===== src/rtl/power_status_pkg.sv =====
`default_nettype none
package power_status_pkg;
  localparam logic [7:0] DYN_CFG_ADDR     = 8'h77;
  localparam logic [7:0] PWR_CTRL_ADDR    = 8'h78;
  localparam logic [7:0] CH_STS_ADDR      = 8'h79;
  localparam logic [7:0] DEVICE_MODE_STATE_ADDR    = 8'h7A;
  localparam logic [7:0] DYN_CFG_RESET    = 8'h00;
  localparam logic [7:0] PWR_CTRL_RESET   = 8'h00;
  localparam logic [7:0] CH_STS_RESET     = 8'h00;
  localparam logic [7:0] DEVICE_MODE_STATE_RESET   = 8'h80;
  localparam logic [7:0] DYN_CFG_WMASK    = 8'hCA;
  localparam logic [7:0] PWR_CTRL_WMASK   = 8'hAC;
  localparam int DYN_EN_BIT      = 7;
  localparam int DYN_MAXCH_BIT   = 6;
  localparam int SPLIT_CLK_BIT   = 3;
  localparam int SWAP_BIT        = 1;
  localparam int CONV_ON_BIT     = 7;
  localparam int BIAS_ON_BIT     = 5;
  localparam int ULTRA_EN_BIT    = 3;
  localparam int VOICE_EN_BIT    = 2;
  localparam int CH_STS_LSB      = 4;
  localparam int MODE_LSB        = 5;
  localparam int LOOP_STS_BIT    = 4;
  localparam int BIAS_STS_BIT    = 3;
  localparam int BOOST_CONVERTER_STATE_BIT   = 2;
  localparam int IN_FLT_BIT      = 1;
  localparam int BIAS_FLT_BIT    = 0;
  localparam logic [2:0] MODE_SLEEP       = 3'h4;
  localparam logic [2:0] MODE_ACTIVE_IDLE = 3'h6;
  localparam logic [2:0] MODE_ACTIVE_REC  = 3'h7;
endpackage
`default_nettype wire


===== src/rtl/record_power_control_status.sv =====
// Contract
// [RQ1] dynamic power enable lets each channel change power alone while recording runs.
// [RQ2] dynamic max channel select limits dynamic control to channels 1-2 or widens it to 1-4.
// [RQ3] split clock select tells the dynamic logic whether modulator and mic clocks differ.
// [RQ4] the pair exchange bit swaps converter channels 1 and 2.
// [RQ5] converter power off downs all channels; on powers only enabled ones.
// [RQ6] bias power bit powers the bias generator up or down.
// [RQ7] ultrasound detector runs only while its enable bit is set.
// [RQ8] voice detector runs only while its enable bit is set.
// [RQ9] channel status bits 7..4 show power state of channels 1..4.
// [RQ10] mode field reads 4 sleep, 6 active all off, 7 active some on, 4 after reset.
// [RQ11] status bit 4 shows the loop enabled.
// [RQ12] status bit 3 shows the bias enabled.
// [RQ13] status bit 2 shows the boost converter enabled.
// [RQ14] status bit 1 shows some channel downed by input faults.
// [RQ15] status bit 0 shows all channels downed by bias faults.
// [RQ16] software writes reserved bits only as zero.
// [RQ17] writes to status registers change nothing.
`default_nettype none
module record_power_control_status #(
  parameter int CHANNELS = 4
) (
  input  wire logic                sys_clk,
  input  wire logic                resetn,
  input  wire logic                reg_wr,
  input  wire logic                reg_rd,
  input  wire logic [7:0]          reg_addr,
  input  wire logic [7:0]          reg_wdata,
  output logic      [7:0]          reg_rdata,
  input  wire logic [CHANNELS-1:0] channel_enable,
  input  wire logic                recording_active,
  input  wire logic                device_awake,
  input  wire logic                loop_enabled,
  input  wire logic                boost_enabled,
  input  wire logic                input_fault,
  input  wire logic                bias_fault,
  output logic      [CHANNELS-1:0] channel_power_on,
  output logic                     channel_pair_exchange,
  output logic                     dynamic_split_clock_select,
  output logic                     microphone_bias_power_on,
  output logic                     ultrasound_detect_enable,
  output logic                     voice_detect_enable
);

  ////////////////////////////////////////////////////////////////////
  // synchronisers for pins from the analog side

  logic [5:0] meta_q;
  logic [5:0] sync_q;
  logic [5:0] raw_in;
  assign raw_in = {recording_active, device_awake, loop_enabled, boost_enabled, input_fault, bias_fault};

  always_ff @(posedge sys_clk)
  begin
    if (!resetn)
    begin
      meta_q <= 6'h00;
      sync_q <= 6'h00;
    end
    else
    begin
      meta_q <= raw_in;
      sync_q <= meta_q;
    end
  end

  logic rec_s;
  logic awake_s;
  logic loop_s;
  logic boost_s;
  logic in_flt_s;
  logic bias_flt_s;
  assign {rec_s, awake_s, loop_s, boost_s, in_flt_s, bias_flt_s} = sync_q;

  logic [CHANNELS-1:0] en_meta_q;
  logic [CHANNELS-1:0] en_s_q;
  always_ff @(posedge sys_clk)
  begin
    if (!resetn)
    begin
      en_meta_q <= '0;
      en_s_q    <= '0;
    end
    else
    begin
      en_meta_q <= channel_enable;
      en_s_q    <= en_meta_q;
    end
  end

  ////////////////////////////////////////////////////////////////////
  // configuration registers

  logic [7:0] dyn_cfg_q;
  logic [7:0] pwr_ctrl_q;

  always_ff @(posedge sys_clk)
  begin
    if (!resetn)
      dyn_cfg_q <= power_status_pkg::DYN_CFG_RESET;
    else if (reg_wr && reg_addr == power_status_pkg::DYN_CFG_ADDR)
      dyn_cfg_q <= reg_wdata & power_status_pkg::DYN_CFG_WMASK; // [RQ16]
  end

  always_ff @(posedge sys_clk)
  begin
    if (!resetn)
      pwr_ctrl_q <= power_status_pkg::PWR_CTRL_RESET;
    else if (reg_wr && reg_addr == power_status_pkg::PWR_CTRL_ADDR)
      pwr_ctrl_q <= reg_wdata & power_status_pkg::PWR_CTRL_WMASK; // [RQ16]
  end

  logic dyn_en;
  logic dyn_max;
  logic conv_on;
  assign dyn_en  = dyn_cfg_q[power_status_pkg::DYN_EN_BIT];
  assign dyn_max = dyn_cfg_q[power_status_pkg::DYN_MAXCH_BIT];
  assign conv_on = pwr_ctrl_q[power_status_pkg::CONV_ON_BIT];

  ////////////////////////////////////////////////////////////////////
  // channel power decision

  logic [CHANNELS-1:0] power_d;
  logic [CHANNELS-1:0] power_q;
  logic [CHANNELS-1:0] dyn_allowed;

  always_comb
  begin
    for (int i = 0; i < CHANNELS; i++)
      dyn_allowed[i] = dyn_en && (i < 2 || dyn_max); // [RQ1] [RQ2]
  end

  always_comb
  begin
    for (int i = 0; i < CHANNELS; i++)
    begin
      if (!conv_on || bias_flt_s || in_flt_s)
        power_d[i] = 1'b0; // [RQ5] [RQ14] [RQ15]
      else if (rec_s && !dyn_allowed[i])
        power_d[i] = power_q[i]; // [RQ1]
      else
        power_d[i] = en_s_q[i]; // [RQ5]
    end
  end

  always_ff @(posedge sys_clk)
  begin
    if (!resetn)
      power_q <= '0;
    else
      power_q <= power_d;
  end

  logic in_flt_q;
  logic bias_flt_q;
  always_ff @(posedge sys_clk)
  begin
    if (!resetn)
    begin
      in_flt_q   <= 1'b0;
      bias_flt_q <= 1'b0;
    end
    else
    begin
      in_flt_q   <= in_flt_s && conv_on && (en_s_q != '0); // [RQ14]
      bias_flt_q <= bias_flt_s && conv_on; // [RQ15]
    end
  end

  ////////////////////////////////////////////////////////////////////
  // outputs toward the analog and detector logic

  always_ff @(posedge sys_clk)
  begin
    if (!resetn)
    begin
      channel_power_on           <= '0;
      channel_pair_exchange      <= 1'b0;
      dynamic_split_clock_select <= 1'b0;
      microphone_bias_power_on   <= 1'b0;
      ultrasound_detect_enable   <= 1'b0;
      voice_detect_enable        <= 1'b0;
    end
    else
    begin
      channel_power_on           <= power_d;
      channel_pair_exchange      <= dyn_cfg_q[power_status_pkg::SWAP_BIT]; // [RQ4]
      dynamic_split_clock_select <= dyn_cfg_q[power_status_pkg::SPLIT_CLK_BIT]; // [RQ3]
      microphone_bias_power_on   <= pwr_ctrl_q[power_status_pkg::BIAS_ON_BIT]; // [RQ6]
      ultrasound_detect_enable   <= pwr_ctrl_q[power_status_pkg::ULTRA_EN_BIT]; // [RQ7]
      voice_detect_enable        <= pwr_ctrl_q[power_status_pkg::VOICE_EN_BIT]; // [RQ8]
    end
  end

  ////////////////////////////////////////////////////////////////////
  // status registers, driven only by internal state

  logic [7:0] ch_sts;
  logic [7:0] device_mode_state;
  logic [2:0] mode_code;

  always_comb
  begin
    ch_sts = 8'h00;
    for (int i = 0; i < CHANNELS && i < 4; i++)
      ch_sts[7 - i] = power_q[i]; // [RQ9]
  end

  always_comb
  begin
    if (!awake_s)
      mode_code = power_status_pkg::MODE_SLEEP; // [RQ10]
    else if (power_q != '0)
      mode_code = power_status_pkg::MODE_ACTIVE_REC;
    else
      mode_code = power_status_pkg::MODE_ACTIVE_IDLE;
  end

  always_comb
  begin
    device_mode_state = 8'h00;
    device_mode_state[power_status_pkg::MODE_LSB +: 3]  = mode_code;
    device_mode_state[power_status_pkg::LOOP_STS_BIT]   = loop_s; // [RQ11]
    device_mode_state[power_status_pkg::BIAS_STS_BIT]   = microphone_bias_power_on; // [RQ12]
    device_mode_state[power_status_pkg::BOOST_CONVERTER_STATE_BIT]  = boost_s; // [RQ13]
    device_mode_state[power_status_pkg::IN_FLT_BIT]     = in_flt_q; // [RQ14]
    device_mode_state[power_status_pkg::BIAS_FLT_BIT]   = bias_flt_q; // [RQ15]
  end

  ////////////////////////////////////////////////////////////////////
  // read port; unmapped addresses read zero

  always_ff @(posedge sys_clk)
  begin
    if (!resetn)
      reg_rdata <= 8'h00;
    else if (reg_rd)
    begin
      unique case (reg_addr)
        power_status_pkg::DYN_CFG_ADDR:  reg_rdata <= dyn_cfg_q;
        power_status_pkg::PWR_CTRL_ADDR: reg_rdata <= pwr_ctrl_q;
        power_status_pkg::CH_STS_ADDR:   reg_rdata <= ch_sts; // [RQ17]
        power_status_pkg::DEVICE_MODE_STATE_ADDR: reg_rdata <= device_mode_state; // [RQ17]
        default:                         reg_rdata <= 8'h00;
      endcase
    end
  end
endmodule
`default_nettype wire


===== config.mk =====
export PLATFORM = sky130hd
export DESIGN_NAME = record_power_control_status
export DESIGN_NICKNAME = d
export VERILOG_FILES = /design/src/rtl/power_status_pkg.sv /design/src/rtl/record_power_control_status.sv
export SDC_FILE = /design/constraint.sdc
export NUM_CORES = 1
export LEC_CHECK = 0
export BUFFER_PORTS_ARGS = -buffer_cell sky130_fd_sc_hd__buf_2
export CORE_ASPECT_RATIO = 1.5
export CORE_UTILIZATION = 46
export DETAILED_ROUTE_END_ITERATION = 16
export MAX_ROUTING_LAYER = met4
export PLACE_DENSITY = 0.76
export SYNTH_ARGS = -nofsm -noshare
export SYNTH_HDL_FRONTEND = slang
export SYNTH_SLANG_ARGS = --single-unit

===== constraint.sdc =====
create_clock -name sys_clk -period 1.42 [get_ports sys_clk]
set_clock_uncertainty 0.05 [all_clocks]
set_input_delay 0.355 -clock sys_clk [delete_from_list [all_inputs] [get_ports sys_clk]]
set_output_delay 0.355 -clock sys_clk [all_outputs]
set_load 0.1 [all_outputs]

# After elaboration in Yosys (flattened, before gate mapping)
# Index checks and enable logic that the tools add are counted.
[totals] ff_bits=47 input_bits=30 out_inout_bits=17 word_cells=40
[op_classes] eq_ne=4 mux=3 bitwise=1 reduce_logical=16
[op_table] cell="$eq 8x7->1 const B" count=4
[op_table] cell="$pmux 8 s4" count=1
[op_table] cell="$logic_and 1x1->1" count=8
[op_table] cell="$reduce_bool 4->1" count=2
[op_table] cell="$logic_not 1->1" count=3
[op_table] cell="$logic_or 1x1->1" count=2
[op_table] cell="$mux 2" count=1
[op_table] cell="$reduce_or 2->1" count=1
[op_table] cell="$mux 1" count=1
[op_table] cell="$not 1->1" count=1

# Logic depth before layout (Yosys ltp)
[logic_depth] word_depth=4 mapped_depth=6 ltp_nobuf=4

# Worst setup path after synthesis
# No wires, ideal clock.
[synth_path] kind="register -> register" startpoint="register, netlist name reg_rdata[1]" endpoint="register reg_rdata[1]" setup_time_ns=0.086 arrival_ns=1.658 t_required_ns=1.284 slack_ns=-0.374 stages_incl_launch_ff=4 path_buffers=0 period_less_slack_ns=1.794 path_cell_list="dfxtp_1 or2b_2 and2_4 a221oi_2"
[synth_rtl] element="end signal, assigned" line="record_power_control_status.sv:240" text="power_status_pkg::DYN_CFG_ADDR: reg_rdata <= dyn_cfg_q;"
[synth_rtl] element="end signal, assigned" line="record_power_control_status.sv:241" text="power_status_pkg::PWR_CTRL_ADDR: reg_rdata <= pwr_ctrl_q;"
[synth_rtl] element="end signal, assigned" line="record_power_control_status.sv:242" text="power_status_pkg::CH_STS_ADDR: reg_rdata <= ch_sts;"
[synth_rtl] element="end, declared" line="record_power_control_status.sv:29" text="output logic [7:0] reg_rdata,"

# Worst setup path after layout
[layout_path] startpoint="register channel_power_on[3]" endpoint="output port channel_power_on[3]"
[layout_rtl] element="start, declared" line="record_power_control_status.sv:37" text="output logic [CHANNELS-1:0] channel_power_on,"
[layout_rtl] element="start signal, assigned" line="record_power_control_status.sv:186" text="channel_power_on <= power_d;"
# No word-level cell between the ends.

==> impl_metrics.ini <==
[run_status]
outcome = completed

[global_routing]
antenna_found_initial = 0
groute.usage.overall = 0.1928
grt_pass1_wl_um = 5713
use_met3 = 0.04845
grt_busiest_layer = met2
grt_pass1_vias = 1418
met1_usage = 0.1770
grt_util_met2 = 0.3557
grt_max_degree = 19
grt-ovfl-total = 0

[clocking]
post-cts-setup-buffers = 0
htree_num_levels = 2
numCtsBuffers = 5
cts_buffer_depth = 2
cts_hold_buffers = 0
tritoncts = built
cts_resized = 0
clk_latency_ps = 300
clock-sinks = 47
clockRootBuffer = clkbuf_8
path_clk_slew_ps = 80

[route]
vias = 1386
ant_nets = 0
drt_pass1_iterations = 4
drtIter0Drc = 30
vias_per_cell = 5.022
wirelength_um = 3490
wl_per_cell_um = 12.64
drc = 0

[setup_path]
worstPathMaxFanout = 4
critPathRequiredTime_ps = 1010
cpLargestDelayFamily = flip-flops
arrival_ps = 870
end_kind = output pin
critPathMaxStageDelay_ps = 390
startpoint_type = flip-flop
crit_chain = buf_12
crit_type = flip-flop to output pin
cp_slowest_cell = dfxtp_2
path_buf_inv = 1

[floorplanning]
boundaryPins = 47
die_area_um2 = 4126
fp.dieW_um = 52.78
die_height_um = 78.17
start_util = 0.4832
rows = 27
core_um2 = 3682

[synth]
synth_area_leaders = dfxtp_1, mux2i_1, and2_1, nand2_1, nor2_1
syn-num-nets = 207
yosys.area.top_type = dfxtp_1
syn_inst = 177
ys_types = 40
ys_async_sr_fraction = 0
syn-mean-instance-area_um2 = 10.05
ys_warn_count = 0
netlist_area_um2 = 1779
synthFlopType = dfxtp_1
synth_seq_area_share = 0.5288
synth_edf_count = 0
yosysTopAreaCellShare = 0.5288
synth_seq_cells = 47

[job]
maxCapViolCount = 0

[finish]
n_antenna_cell = 0
layout_commonest_cell = dfxtp_1
layout-drive-gt1-share = 0.3391
final_util = 0.6690
fin_area_um2 = 2464
final_cells = 276
mostFrequentLayoutCells = dfxtp_1, buf_2, and2_1, nand2_1, buf_12
area_delta_synth_final_pct = 38.47
final_nets = 262
fill_cells = 297

[timing]
rsz0062_at_grt = no
period_minus_slack_ps = 1278
worst_pin_slew_ps = 377.6
hold_slack_ps = 210.3
maxSlewViolCount = 0
fmax_mhz = 782.7
layout_setup_ws_ps = 142.3
relSlewSlack = 0.7460
setup_viol = 0
period_share = 0.8998
hold_viol = 0

[pwr]
power.density_nw_per_um2 = 998.8
power.leakage_nw = 1.041
peakVddDrop_uv = 1143

[place]
io_buffer_count = 44
placed_cell_area_um2 = 2351
hpwl_um = 2733
preCtsSetupSlack_ps = -125.6
gp_congestion = 0.8120
dp_cells = 268

[min_path]
min_path_type = input pin to flip-flop
## worst paths after layout
path / start / endpoint / slack (ps) / depth (start not counted)
setup / recovery: channel_power_on[3] / channel_power_on[3] / 140 / 1
hold / removal: boost_enabled / meta_q[2] / 210 / 2
setup reg to reg: reg_rdata[1] / reg_rdata[1] / 220 / 3
hold reg to reg: en_meta_q[2] / en_s_q[2] / 380 / 1
## per-layer routing
layer,wire (µm),part of all wire
met5,0,0
met4,55,0.016
met3,153,0.044
met2,1993,0.57
met1,1288,0.37
## cell usage after synthesis, types with 3 or more instances
| library cell | n |
|---|---|
| nor2_1 | 10 |
| nor4_1 | 3 |
| buf_6 | 3 |
| o21ai_0 | 5 |
| clkbuf_1 | 3 |
| nand2b_1 | 4 |
| dfxtp_1 | 47 |
| and2_1 | 22 |
| a21oi_1 | 5 |
| inv_1 | 5 |
| mux2i_1 | 15 |
| nand3_1 | 6 |
| nand2_1 | 17 |
## flip-flops by register name, indices dropped and copies added, names as in the netlist, 4 cells and up
name / count
en_s_q: 4
dyn_cfg_q: 4
sync_q: 6
reg_rdata: 8
en_meta_q: 4
pwr_ctrl_q: 4
channel_power_on: 4
meta_q: 6
## final cells by class
class | instances | area (µm²) | share of cell area
clock buffer | 5 | 68.82 | 0.02793
sequential | 47 | 948.4 | 0.3850
inverter | 6 | 22.52 | 0.009142
clock inverter | 3 | 43.79 | 0.01778
timing repair buffer | 58 | 580.6 | 0.2357
tap | 43 | 53.80 | 0.02184
multi-input combinational | 114 | 745.7 | 0.3027
## cells by family (layout without fill, tap and decap cells)
group,Yosys count,after routing,share of synthesized area
and+or+nand+nor,78,78,0.2553
DFF,47,47,0.5288
buffers and inverters,16,72,0.05203
AOI/OAI and AO/OA,20,20,0.07313
muxes,16,16,0.09071
## power breakdown
part,switching [mW],internal [mW]
Clock,0.429,0.524
Sequential,0.00800,1.34
Combinational,0.0751,0.0816
## per-stage QoR
stage	TNS [ps]	total power, mW
global placement	-647.8	1.533
global route	0	2.550
detailed placement	-853.5	1.539
CTS	0	2.491
finish	0	2.461
floorplan	-79.38	1.463
No activity file was read; power rests on OpenSTA's default activity.
